--- config.mk ---
export PLATFORM = sky130hd
export DESIGN_NAME = glyph_icon_map
export DESIGN_NICKNAME = d
export VERILOG_FILES = /design/src/glyph_icon_pkg.sv /design/src/glyph_if.sv /design/src/glyph_icon_map.sv /design/src/glyph_row_decode.sv
export SDC_FILE = /design/constraint.sdc
export NUM_CORES = 2
export LEC_CHECK = 0
export BUFFER_PORTS_ARGS = -buffer_cell sky130_fd_sc_hd__buf_2
export CAP_MARGIN = 10
export CORE_MARGIN = 8
export CORE_UTILIZATION = 43
export CTS_CLUSTER_SIZE = 8
export DETAILED_ROUTE_END_ITERATION = 10
export SLEW_MARGIN = 20
export SYNTH_ARGS = -nofsm -noshare
export SYNTH_HDL_FRONTEND = slang
export SYNTH_SLANG_ARGS = --single-unit
export TNS_END_PERCENT = 1
--- constraint.sdc ---
create_clock -name ref_clk -period 3.65 [get_ports ref_clk]
set_input_delay 0.73 -clock ref_clk [delete_from_list [all_inputs] [get_ports ref_clk]]
set_output_delay 0.73 -clock ref_clk [all_outputs]
set_load 0.03 [all_outputs]
--- src/glyph_icon_pkg.sv ---
package glyph_icon_pkg;
	// Register port byte addresses
	localparam logic [7:0] GLYPH_BASE   = 8'h00;
	localparam logic [7:0] GLYPH_LAST   = 8'h3F;
	localparam logic [7:0] ICON_BASE    = 8'h40;
	localparam logic [7:0] ICON_LAST    = 8'h4F;
	localparam logic [7:0] CTRL_ADDR    = 8'h50;
	localparam logic [7:0] STATUS_ADDR  = 8'h51;
	// Control register fields and reset value
	localparam int         CTRL_SCAN_BIT = 0;
	localparam int         CTRL_PAIR_BIT = 1;
	localparam logic [7:0] CTRL_RESET    = 8'h00;
	// Status register fields
	localparam int         STAT_STRAP_LSB = 0;
	localparam int         STAT_FULL_BIT  = 2;
	// Strap code that gives the full eight-glyph store
	localparam logic [1:0] STRAP_FULL    = 2'h0;
	// Glyph store geometry
	localparam int         GLYPH_BYTES   = 64;
	localparam int         DOTS          = 5;
	localparam logic [2:0] CURSOR_LINE   = 3'h7;
	localparam logic [4:0] CURSOR_DOTS   = 5'h1F;
	// Icon store geometry
	localparam int         ICON_BYTES    = 16;
	localparam int         ICON_BITS     = 5;
	localparam int         ICON_SEGS     = 80;
	localparam int         PAIR_SEGS     = 20;
	localparam int         SEG_COUNT     = 100;
endpackage

--- src/glyph_if.sv ---
`timescale 1ns/10ps
interface glyph_if;
	logic [7:0] code;
	logic [2:0] line;
	logic       cursor;
	logic       full;
	logic [7:0] row_data;
	logic [5:0] addr;
	logic       user_sel;
	logic [4:0] dots;

	modport decode (
		input  code,
		input  line,
		input  cursor,
		input  full,
		input  row_data,
		output addr,
		output user_sel,
		output dots
	);
	modport core (
		output code,
		output line,
		output cursor,
		output full,
		output row_data,
		input  addr,
		input  user_sel,
		input  dots
	);
endinterface

--- src/glyph_icon_map.sv ---
// Function
// - Code bits 2..0 form glyph address 5..3 on full strap; bit 5 held zero on small strap
// - Glyph address bits 2..0 pick line
// - Eighth line ORed with cursor pattern
// - Stored one on eighth line always lit
// - Data bits 4..0 drive dots, 4 left
// - Codes with high nibble zero select glyphs
// - One lights dot, zero leaves it dark
// - Straps choose glyph store size
// - Sixteen icon bytes, only D4..D0 matter
// - Forward scan, optional pairing on 80 higher
// - Reverse scan unpaired flips the eighty icon segments 79..0, segments 99..80 dark
// - Reverse scan paired mirrors first twenty segments
`timescale 1ns/10ps
module glyph_icon_map (
	input  wire logic         ref_clk,
	input  wire logic         rst_n,
	input  wire logic         clk_en,
	input  wire logic [7:0]   reg_addr,
	input  wire logic [7:0]   reg_wdata,
	input  wire logic         reg_wr,
	input  wire logic         reg_rd,
	output logic      [7:0]   reg_rdata,
	input  wire logic [1:0]   glyph_ram_size_straps,
	input  wire logic         disp_req,
	input  wire logic [7:0]   char_code,
	input  wire logic [2:0]   line_index,
	input  wire logic         cursor_on,
	output logic      [4:0]   dot_row,
	output logic              dot_valid,
	output logic              glyph_hit,
	output logic      [99:0]  segment_out
);
	localparam int NSEG = glyph_icon_pkg::SEG_COUNT;
	localparam int NICO = glyph_icon_pkg::ICON_SEGS;
	localparam int NPAI = glyph_icon_pkg::PAIR_SEGS;

	typedef enum logic [1:0] {
		STRAP_WAIT,
		STRAP_HELD
	} strap_state_t;

	typedef struct packed {
		logic [glyph_icon_pkg::GLYPH_BYTES-1:0][7:0] glyph;
		logic [glyph_icon_pkg::ICON_BYTES-1:0][7:0]  icon;
		logic                                        scan_dir;
		logic                                        pairing;
		logic [1:0]                                  straps;
		strap_state_t                                strap_st;
		logic [7:0]                                  rdata;
		logic [4:0]                                  dots;
		logic                                        dvalid;
		logic                                        hit;
		logic [NSEG-1:0]                             seg;
	} state_t;

	state_t            state_reg;
	state_t            state_next;
	logic   [NSEG-1:0] seg_map;
	logic              full;
	logic              glyph_sel;
	logic              icon_sel;
	logic              glyph_ok;

	glyph_if gi ();

	glyph_row_decode u_decode (
		.gi (gi.decode)
	);

	assign full        = (state_reg.straps == glyph_icon_pkg::STRAP_FULL);
	assign gi.code     = char_code;
	assign gi.line     = line_index;
	assign gi.cursor   = cursor_on;
	assign gi.full     = full;
	assign gi.row_data = state_reg.glyph[gi.addr];

	assign glyph_sel = (reg_addr <= glyph_icon_pkg::GLYPH_LAST);
	assign icon_sel  = (reg_addr >= glyph_icon_pkg::ICON_BASE) &&
	                   (reg_addr <= glyph_icon_pkg::ICON_LAST);
	// Upper half of the store does not exist with the small strap
	assign glyph_ok  = glyph_sel && (full || !reg_addr[5]);

	// Each segment picks its icon bit from fixed positions per mode
	for (genvar s = 0; s < NSEG; s++) begin : g_seg
		localparam int FA = s % NICO;
		localparam int RB = (s < NICO) ? (NICO - 1 - s) : 0;
		localparam int RC = (s >= NPAI) ? (NSEG - 1 - s) : (NPAI - 1 - s);
		logic bit_a;
		logic bit_b;
		logic bit_c;
		// Only D4..D0 are referenced; D7..D5 never reach a segment
		assign bit_a = state_reg.icon[FA / 5][4 - (FA % 5)];
		assign bit_b = state_reg.icon[RB / 5][4 - (RB % 5)];
		assign bit_c = state_reg.icon[RC / 5][4 - (RC % 5)];
		always_comb begin
			if (state_reg.scan_dir) begin
				seg_map[s] = (s < NICO || !state_reg.pairing) ? bit_a : 1'b0;
			end else if (state_reg.pairing) begin
				seg_map[s] = (s < NICO) ? bit_b : 1'b0;
			end else begin
				seg_map[s] = bit_c;
			end
		end
	end

	always_comb begin
		state_next = state_reg;
		state_next.rdata = 8'h00;
		// Straps are fixed wiring; take them once after reset release
		case (state_reg.strap_st)
			STRAP_WAIT: begin
				state_next.straps   = glyph_ram_size_straps;
				state_next.strap_st = STRAP_HELD;
			end
			STRAP_HELD: begin
				state_next.strap_st = STRAP_HELD;
			end
			default: begin
				state_next.strap_st = STRAP_WAIT;
			end
		endcase
		if (reg_wr) begin
			if (glyph_ok) begin
				state_next.glyph[reg_addr[5:0]] = reg_wdata;
			end else if (icon_sel) begin
				state_next.icon[reg_addr[3:0]] = reg_wdata;
			end else if (reg_addr == glyph_icon_pkg::CTRL_ADDR) begin
				state_next.scan_dir = reg_wdata[glyph_icon_pkg::CTRL_SCAN_BIT];
				state_next.pairing  = reg_wdata[glyph_icon_pkg::CTRL_PAIR_BIT];
			end
		end
		if (reg_rd) begin
			if (glyph_ok) begin
				state_next.rdata = state_reg.glyph[reg_addr[5:0]];
			end else if (icon_sel) begin
				state_next.rdata = state_reg.icon[reg_addr[3:0]];
			end else if (reg_addr == glyph_icon_pkg::CTRL_ADDR) begin
				state_next.rdata[glyph_icon_pkg::CTRL_SCAN_BIT] = state_reg.scan_dir;
				state_next.rdata[glyph_icon_pkg::CTRL_PAIR_BIT] = state_reg.pairing;
			end else if (reg_addr == glyph_icon_pkg::STATUS_ADDR) begin
				state_next.rdata[glyph_icon_pkg::STAT_STRAP_LSB +: 2] = state_reg.straps;
				state_next.rdata[glyph_icon_pkg::STAT_FULL_BIT]       = full;
			end
		end
		// Glyph row stage: one row per request, result next cycle
		state_next.dvalid = disp_req;
		if (disp_req) begin
			state_next.dots = gi.dots;
			state_next.hit  = gi.user_sel;
		end
		// Icon map refreshed every enabled cycle, no write trigger
		state_next.seg = seg_map;
	end

	always_ff @(posedge ref_clk) begin
		if (!rst_n) begin
			state_reg          <= '0;
			state_reg.scan_dir <= glyph_icon_pkg::CTRL_RESET[glyph_icon_pkg::CTRL_SCAN_BIT];
			state_reg.pairing  <= glyph_icon_pkg::CTRL_RESET[glyph_icon_pkg::CTRL_PAIR_BIT];
			state_reg.strap_st <= STRAP_WAIT;
		end else if (clk_en) begin
			state_reg <= state_next;
		end
	end

	assign reg_rdata   = state_reg.rdata;
	assign dot_row     = state_reg.dots;
	assign dot_valid   = state_reg.dvalid;
	assign glyph_hit   = state_reg.hit;
	assign segment_out = state_reg.seg;
endmodule

--- src/glyph_row_decode.sv ---
`timescale 1ns/10ps
module glyph_row_decode (
	glyph_if.decode gi
);
	logic cursor_row;

	// Reduced store aliases the upper half onto the lower
	assign gi.addr = {gi.full & gi.code[2], gi.code[1:0], gi.line};

	// Code bit 3 deliberately left out of the decode
	assign gi.user_sel = (gi.code[7:4] == 4'h0);

	assign cursor_row = (gi.line == glyph_icon_pkg::CURSOR_LINE) && gi.cursor;

	// Stored ones stay lit; cursor only adds dots
	always_comb begin
		gi.dots = gi.row_data[4:0];
		if (cursor_row) begin
			gi.dots = gi.row_data[4:0] | glyph_icon_pkg::CURSOR_DOTS;
		end
		if (!gi.user_sel) begin
			gi.dots = 5'h00;
		end
	end
endmodule
==> impl_metrics.yaml <==
outcome:
  status: "complete, no violations"
logic_synthesis:
  async_flop_share: 0
  synthTopCellsByCount: "dfxtp_1, nand2_1, mux2i_1"
  yosys.area.top_type: "dfxtp_1"
  ys_seq_area_frac: 0.386
  synth_cell_types: 62
  synthCells: 4299
  ys_warn_count: 0
  yosysTopAreaCellShare: 0.386
  synth_area_per_cell_sq_um: 9.16
  synth_area_leaders: "dfxtp_1, mux4_2, mux2i_1"
  synth_area_sq_um: 39400
  yosys_most_used_dff: "dfxtp_1"
  synthesis.nets: 4335
  synth_seq_cells: 760
  yosys.cell_count.top_type: "dfxtp_1"
  synth_edf_count: 0
power:
  p_total_mw: 18.3
  p_clk_frac: 0.479
  comb_power_share: 0.066
  ir_drop_mv: 0.372
  swShare: 0.246
  p_leak_nw: 14.6
  p_switching_mw: 4.51
  p_per_area_nw_per_um2: 419
  p_seq_frac: 0.455
  internal_power_mw: 13.8
place:
  pre_cts_slack_ns: 0.479
  hpwl_microns: 87500
  io_buffer_count: 149
  gp_congestion: 0.930
die:
  dieArea_sq_um: 102000
  die_w_microns: 319
  pin_count: 151
  die_y_microns: 319
  start_util: 0.432
  row_count: 111
  coreArea_sq_um: 91200
setup_path:
  r2r_setup_slack_ns: 0.94
  critPathMaxStageDelay_ns: 0.82
  crit_required_ns: 4.21
  startpoint_type: "register"
  cp_cell_sequence: "or2_4, a211o_1, or4_4, nor2_4, mux2i_1, nor2b_1"
  critPathArrivalTime_ns: 3.27
  cp_max_fo: 20
  criticalPathCategory: "reg -> reg"
  critPathSlowestCell: "or4_4"
  crit_end: "state_reg[504]"
  crit_path_end_kind: "register"
  r2r_start: "state_reg[118]"
  reg2regPathDepth: 6
  crit_start: "state_reg[118]"
  r2r_end: "state_reg[504]"
layout:
  drive_gt1_frac: 0.169
  syn2layout_area_growth_pct: 10.7
  nets: 4254
  n_fill_cell: 8635
  final_core_util: 0.478
  largest_reg_flops: 565
cts:
  root_buffer: "clkbuf_16"
  clk_path_buf_depth: 3
  ctsHoldBuffers: 0
  postCtsResizedCells: 0
  post_cts_buffers: 0
  cts.sinks: 760
  cts_htree_levels: 3
  clock_latency_ns: 0.69
  cts_inserted_buffers: 105
  clk_pin_slew_ns: 0.05
  tritoncts: "yes"
sta:
  setup_viol: 0
  hold_viol: 0
  slew_headroom: 0.222
  rsz0062_at_grt: "no"
  post-route-worst-setup-slack_ns: 0.939
  fmax_mhz: 369
  slew_viol_final: 0
  finalCriticalPeriod_ns: 2.71
  skew_ns: 0.0240
  fin_tns_setup_ns: 0
  worst_pin_slew_ns: 1.17
  fin_crit_sh: 0.743
grt:
  antenna_found_initial: 7
  grt_pass1_vias: 31000
  grtUsageTotal: 0.252
  grt_pass1_wl_microns: 202000
  grt_max_degree: 179
  gr-total-overflow: 0
detailed_routing:
  dr_total_vias: 32400
  first_pass_iters: 6
  viasPerCell: 5.97
  drc: 0
  first_iter_violations: 3508
  wirelength_microns: 133000
  wire_per_inst_microns: 24.5
  ant_nets: 0
flow_run:
  cap_violations: 0
worst_hold_path:
  hp-class: "in -> reg"
## cell families (layout without fill, tap and decap cells)
group | after synthesis | in the layout | synth area share
other | 0 | 3 | 0
DFF | 760 | 760 | 0.386
AOI/OAI and AO/OA | 1065 | 1065 | 0.163
buffers and inverters | 525 | 454 | 0.0637
and+or+nand+nor | 1295 | 1295 | 0.153
muxes | 654 | 654 | 0.233
## critical path, delay by kind of cell, from the launching register on
kind,cells,cell delay [ns]
AND/OR/NAND/NOR,4,1.62
AO/OA/AOI/OAI,1,0.41
flip-flops,1,0.31
multiplexers,1,0.24
## cells in the final DEF, fill, tap and decap left out, types with 7 or more instances in the layout
| cell | netlist | routed |
|---|---|---|
| a211oi_1 | 23 | 23 |
| a21boi_0 | 280 | 280 |
| a21boi_1 | 13 | 13 |
| a21oi_1 | 222 | 222 |
| a22oi_1 | 59 | 59 |
| and2_1 | 31 | 31 |
| buf_12 | 0 | 21 |
| buf_2 | 45 | 135 |
| buf_4 | 123 | 152 |
| clkbuf_16 | 0 | 105 |
| dfxtp_1 | 760 | 758 |
| inv_1 | 24 | 23 |
| mux2_2 | 8 | 8 |
| mux2i_1 | 435 | 435 |
| mux4_2 | 211 | 211 |
| nand2_1 | 729 | 728 |
| nand2b_1 | 13 | 11 |
| nand3_1 | 96 | 96 |
| nand4_1 | 11 | 11 |
| nor2_1 | 118 | 116 |
| nor2_2 | 29 | 31 |
| nor2_4 | 13 | 13 |
| nor2b_1 | 196 | 194 |
| nor3_1 | 11 | 11 |
| nor4_1 | 7 | 7 |
| o21ai_0 | 405 | 405 |
| o22ai_1 | 29 | 29 |
| or3_1 | 8 | 8 |
## power by group through the flow
stage	Clock [mW]	Combinational [mW]	Sequential, mW
2_1_floorplan	0	0.767	8.49
3_3_place_gp	0	1.18	8.49
3_5_place_dp	0	1.18	8.49
4_1_cts	8.90	1.18	8.32
5_1_grt	9.24	1.25	8.31
6_report	8.76	1.20	8.32
## per-layer routing
layer  share of wire  track usage  up-vias
met4           0.046        0.111        4
met3           0.077       0.0450      327
li1                -            -    14900
met5         0.00020            0        -
met2            0.46        0.401     1420
met1            0.41        0.334    15700
## cell type report
type                       count  area [sq um]  area share
multi-input combinational   3014         21700       0.498
sequential                   760         15200       0.349
clock buffer                 109          2640      0.0606
timing repair buffer         313          2300      0.0528
tap                         1186          1480      0.0340
clock inverter                 8           134     0.00307
inverter                      24          97.6     0.00224
antenna                        3          7.51    0.000172
## worst min-delay path by stage
stage | slack, ns | endpoint | cells after the start | startpoint
2_1_floorplan | 0.43 | state_reg[598] | 2 | state_reg[598]
3_3_place_gp | 0.44 | state_reg[599] | 2 | state_reg[599]
3_5_place_dp | 0.44 | state_reg[751] | 2 | state_reg[751]
4_1_cts | 0.28 | state_reg[117] | 3 | glyph_ram_size_straps[0]
5_1_grt | 0.32 | state_reg[117] | 3 | glyph_ram_size_straps[0]
6_report | 0.31 | state_reg[117] | 3 | glyph_ram_size_straps[0]
## metrics by stage
stage / instance area, sq um / cells / hold slack [ns]
2_1_floorplan: 39400 / 4299 / 0.428
3_3_place_gp: 40800 / 5296 / 0.438
3_5_place_dp: 40800 / 5296 / 0.443
4_1_cts: 43600 / 5413 / 0.285
5_1_grt: 43600 / 5416 / 0.323
6_report: 43600 / 5417 / 0.310
No activity file was read; power rests on OpenSTA's default activity.
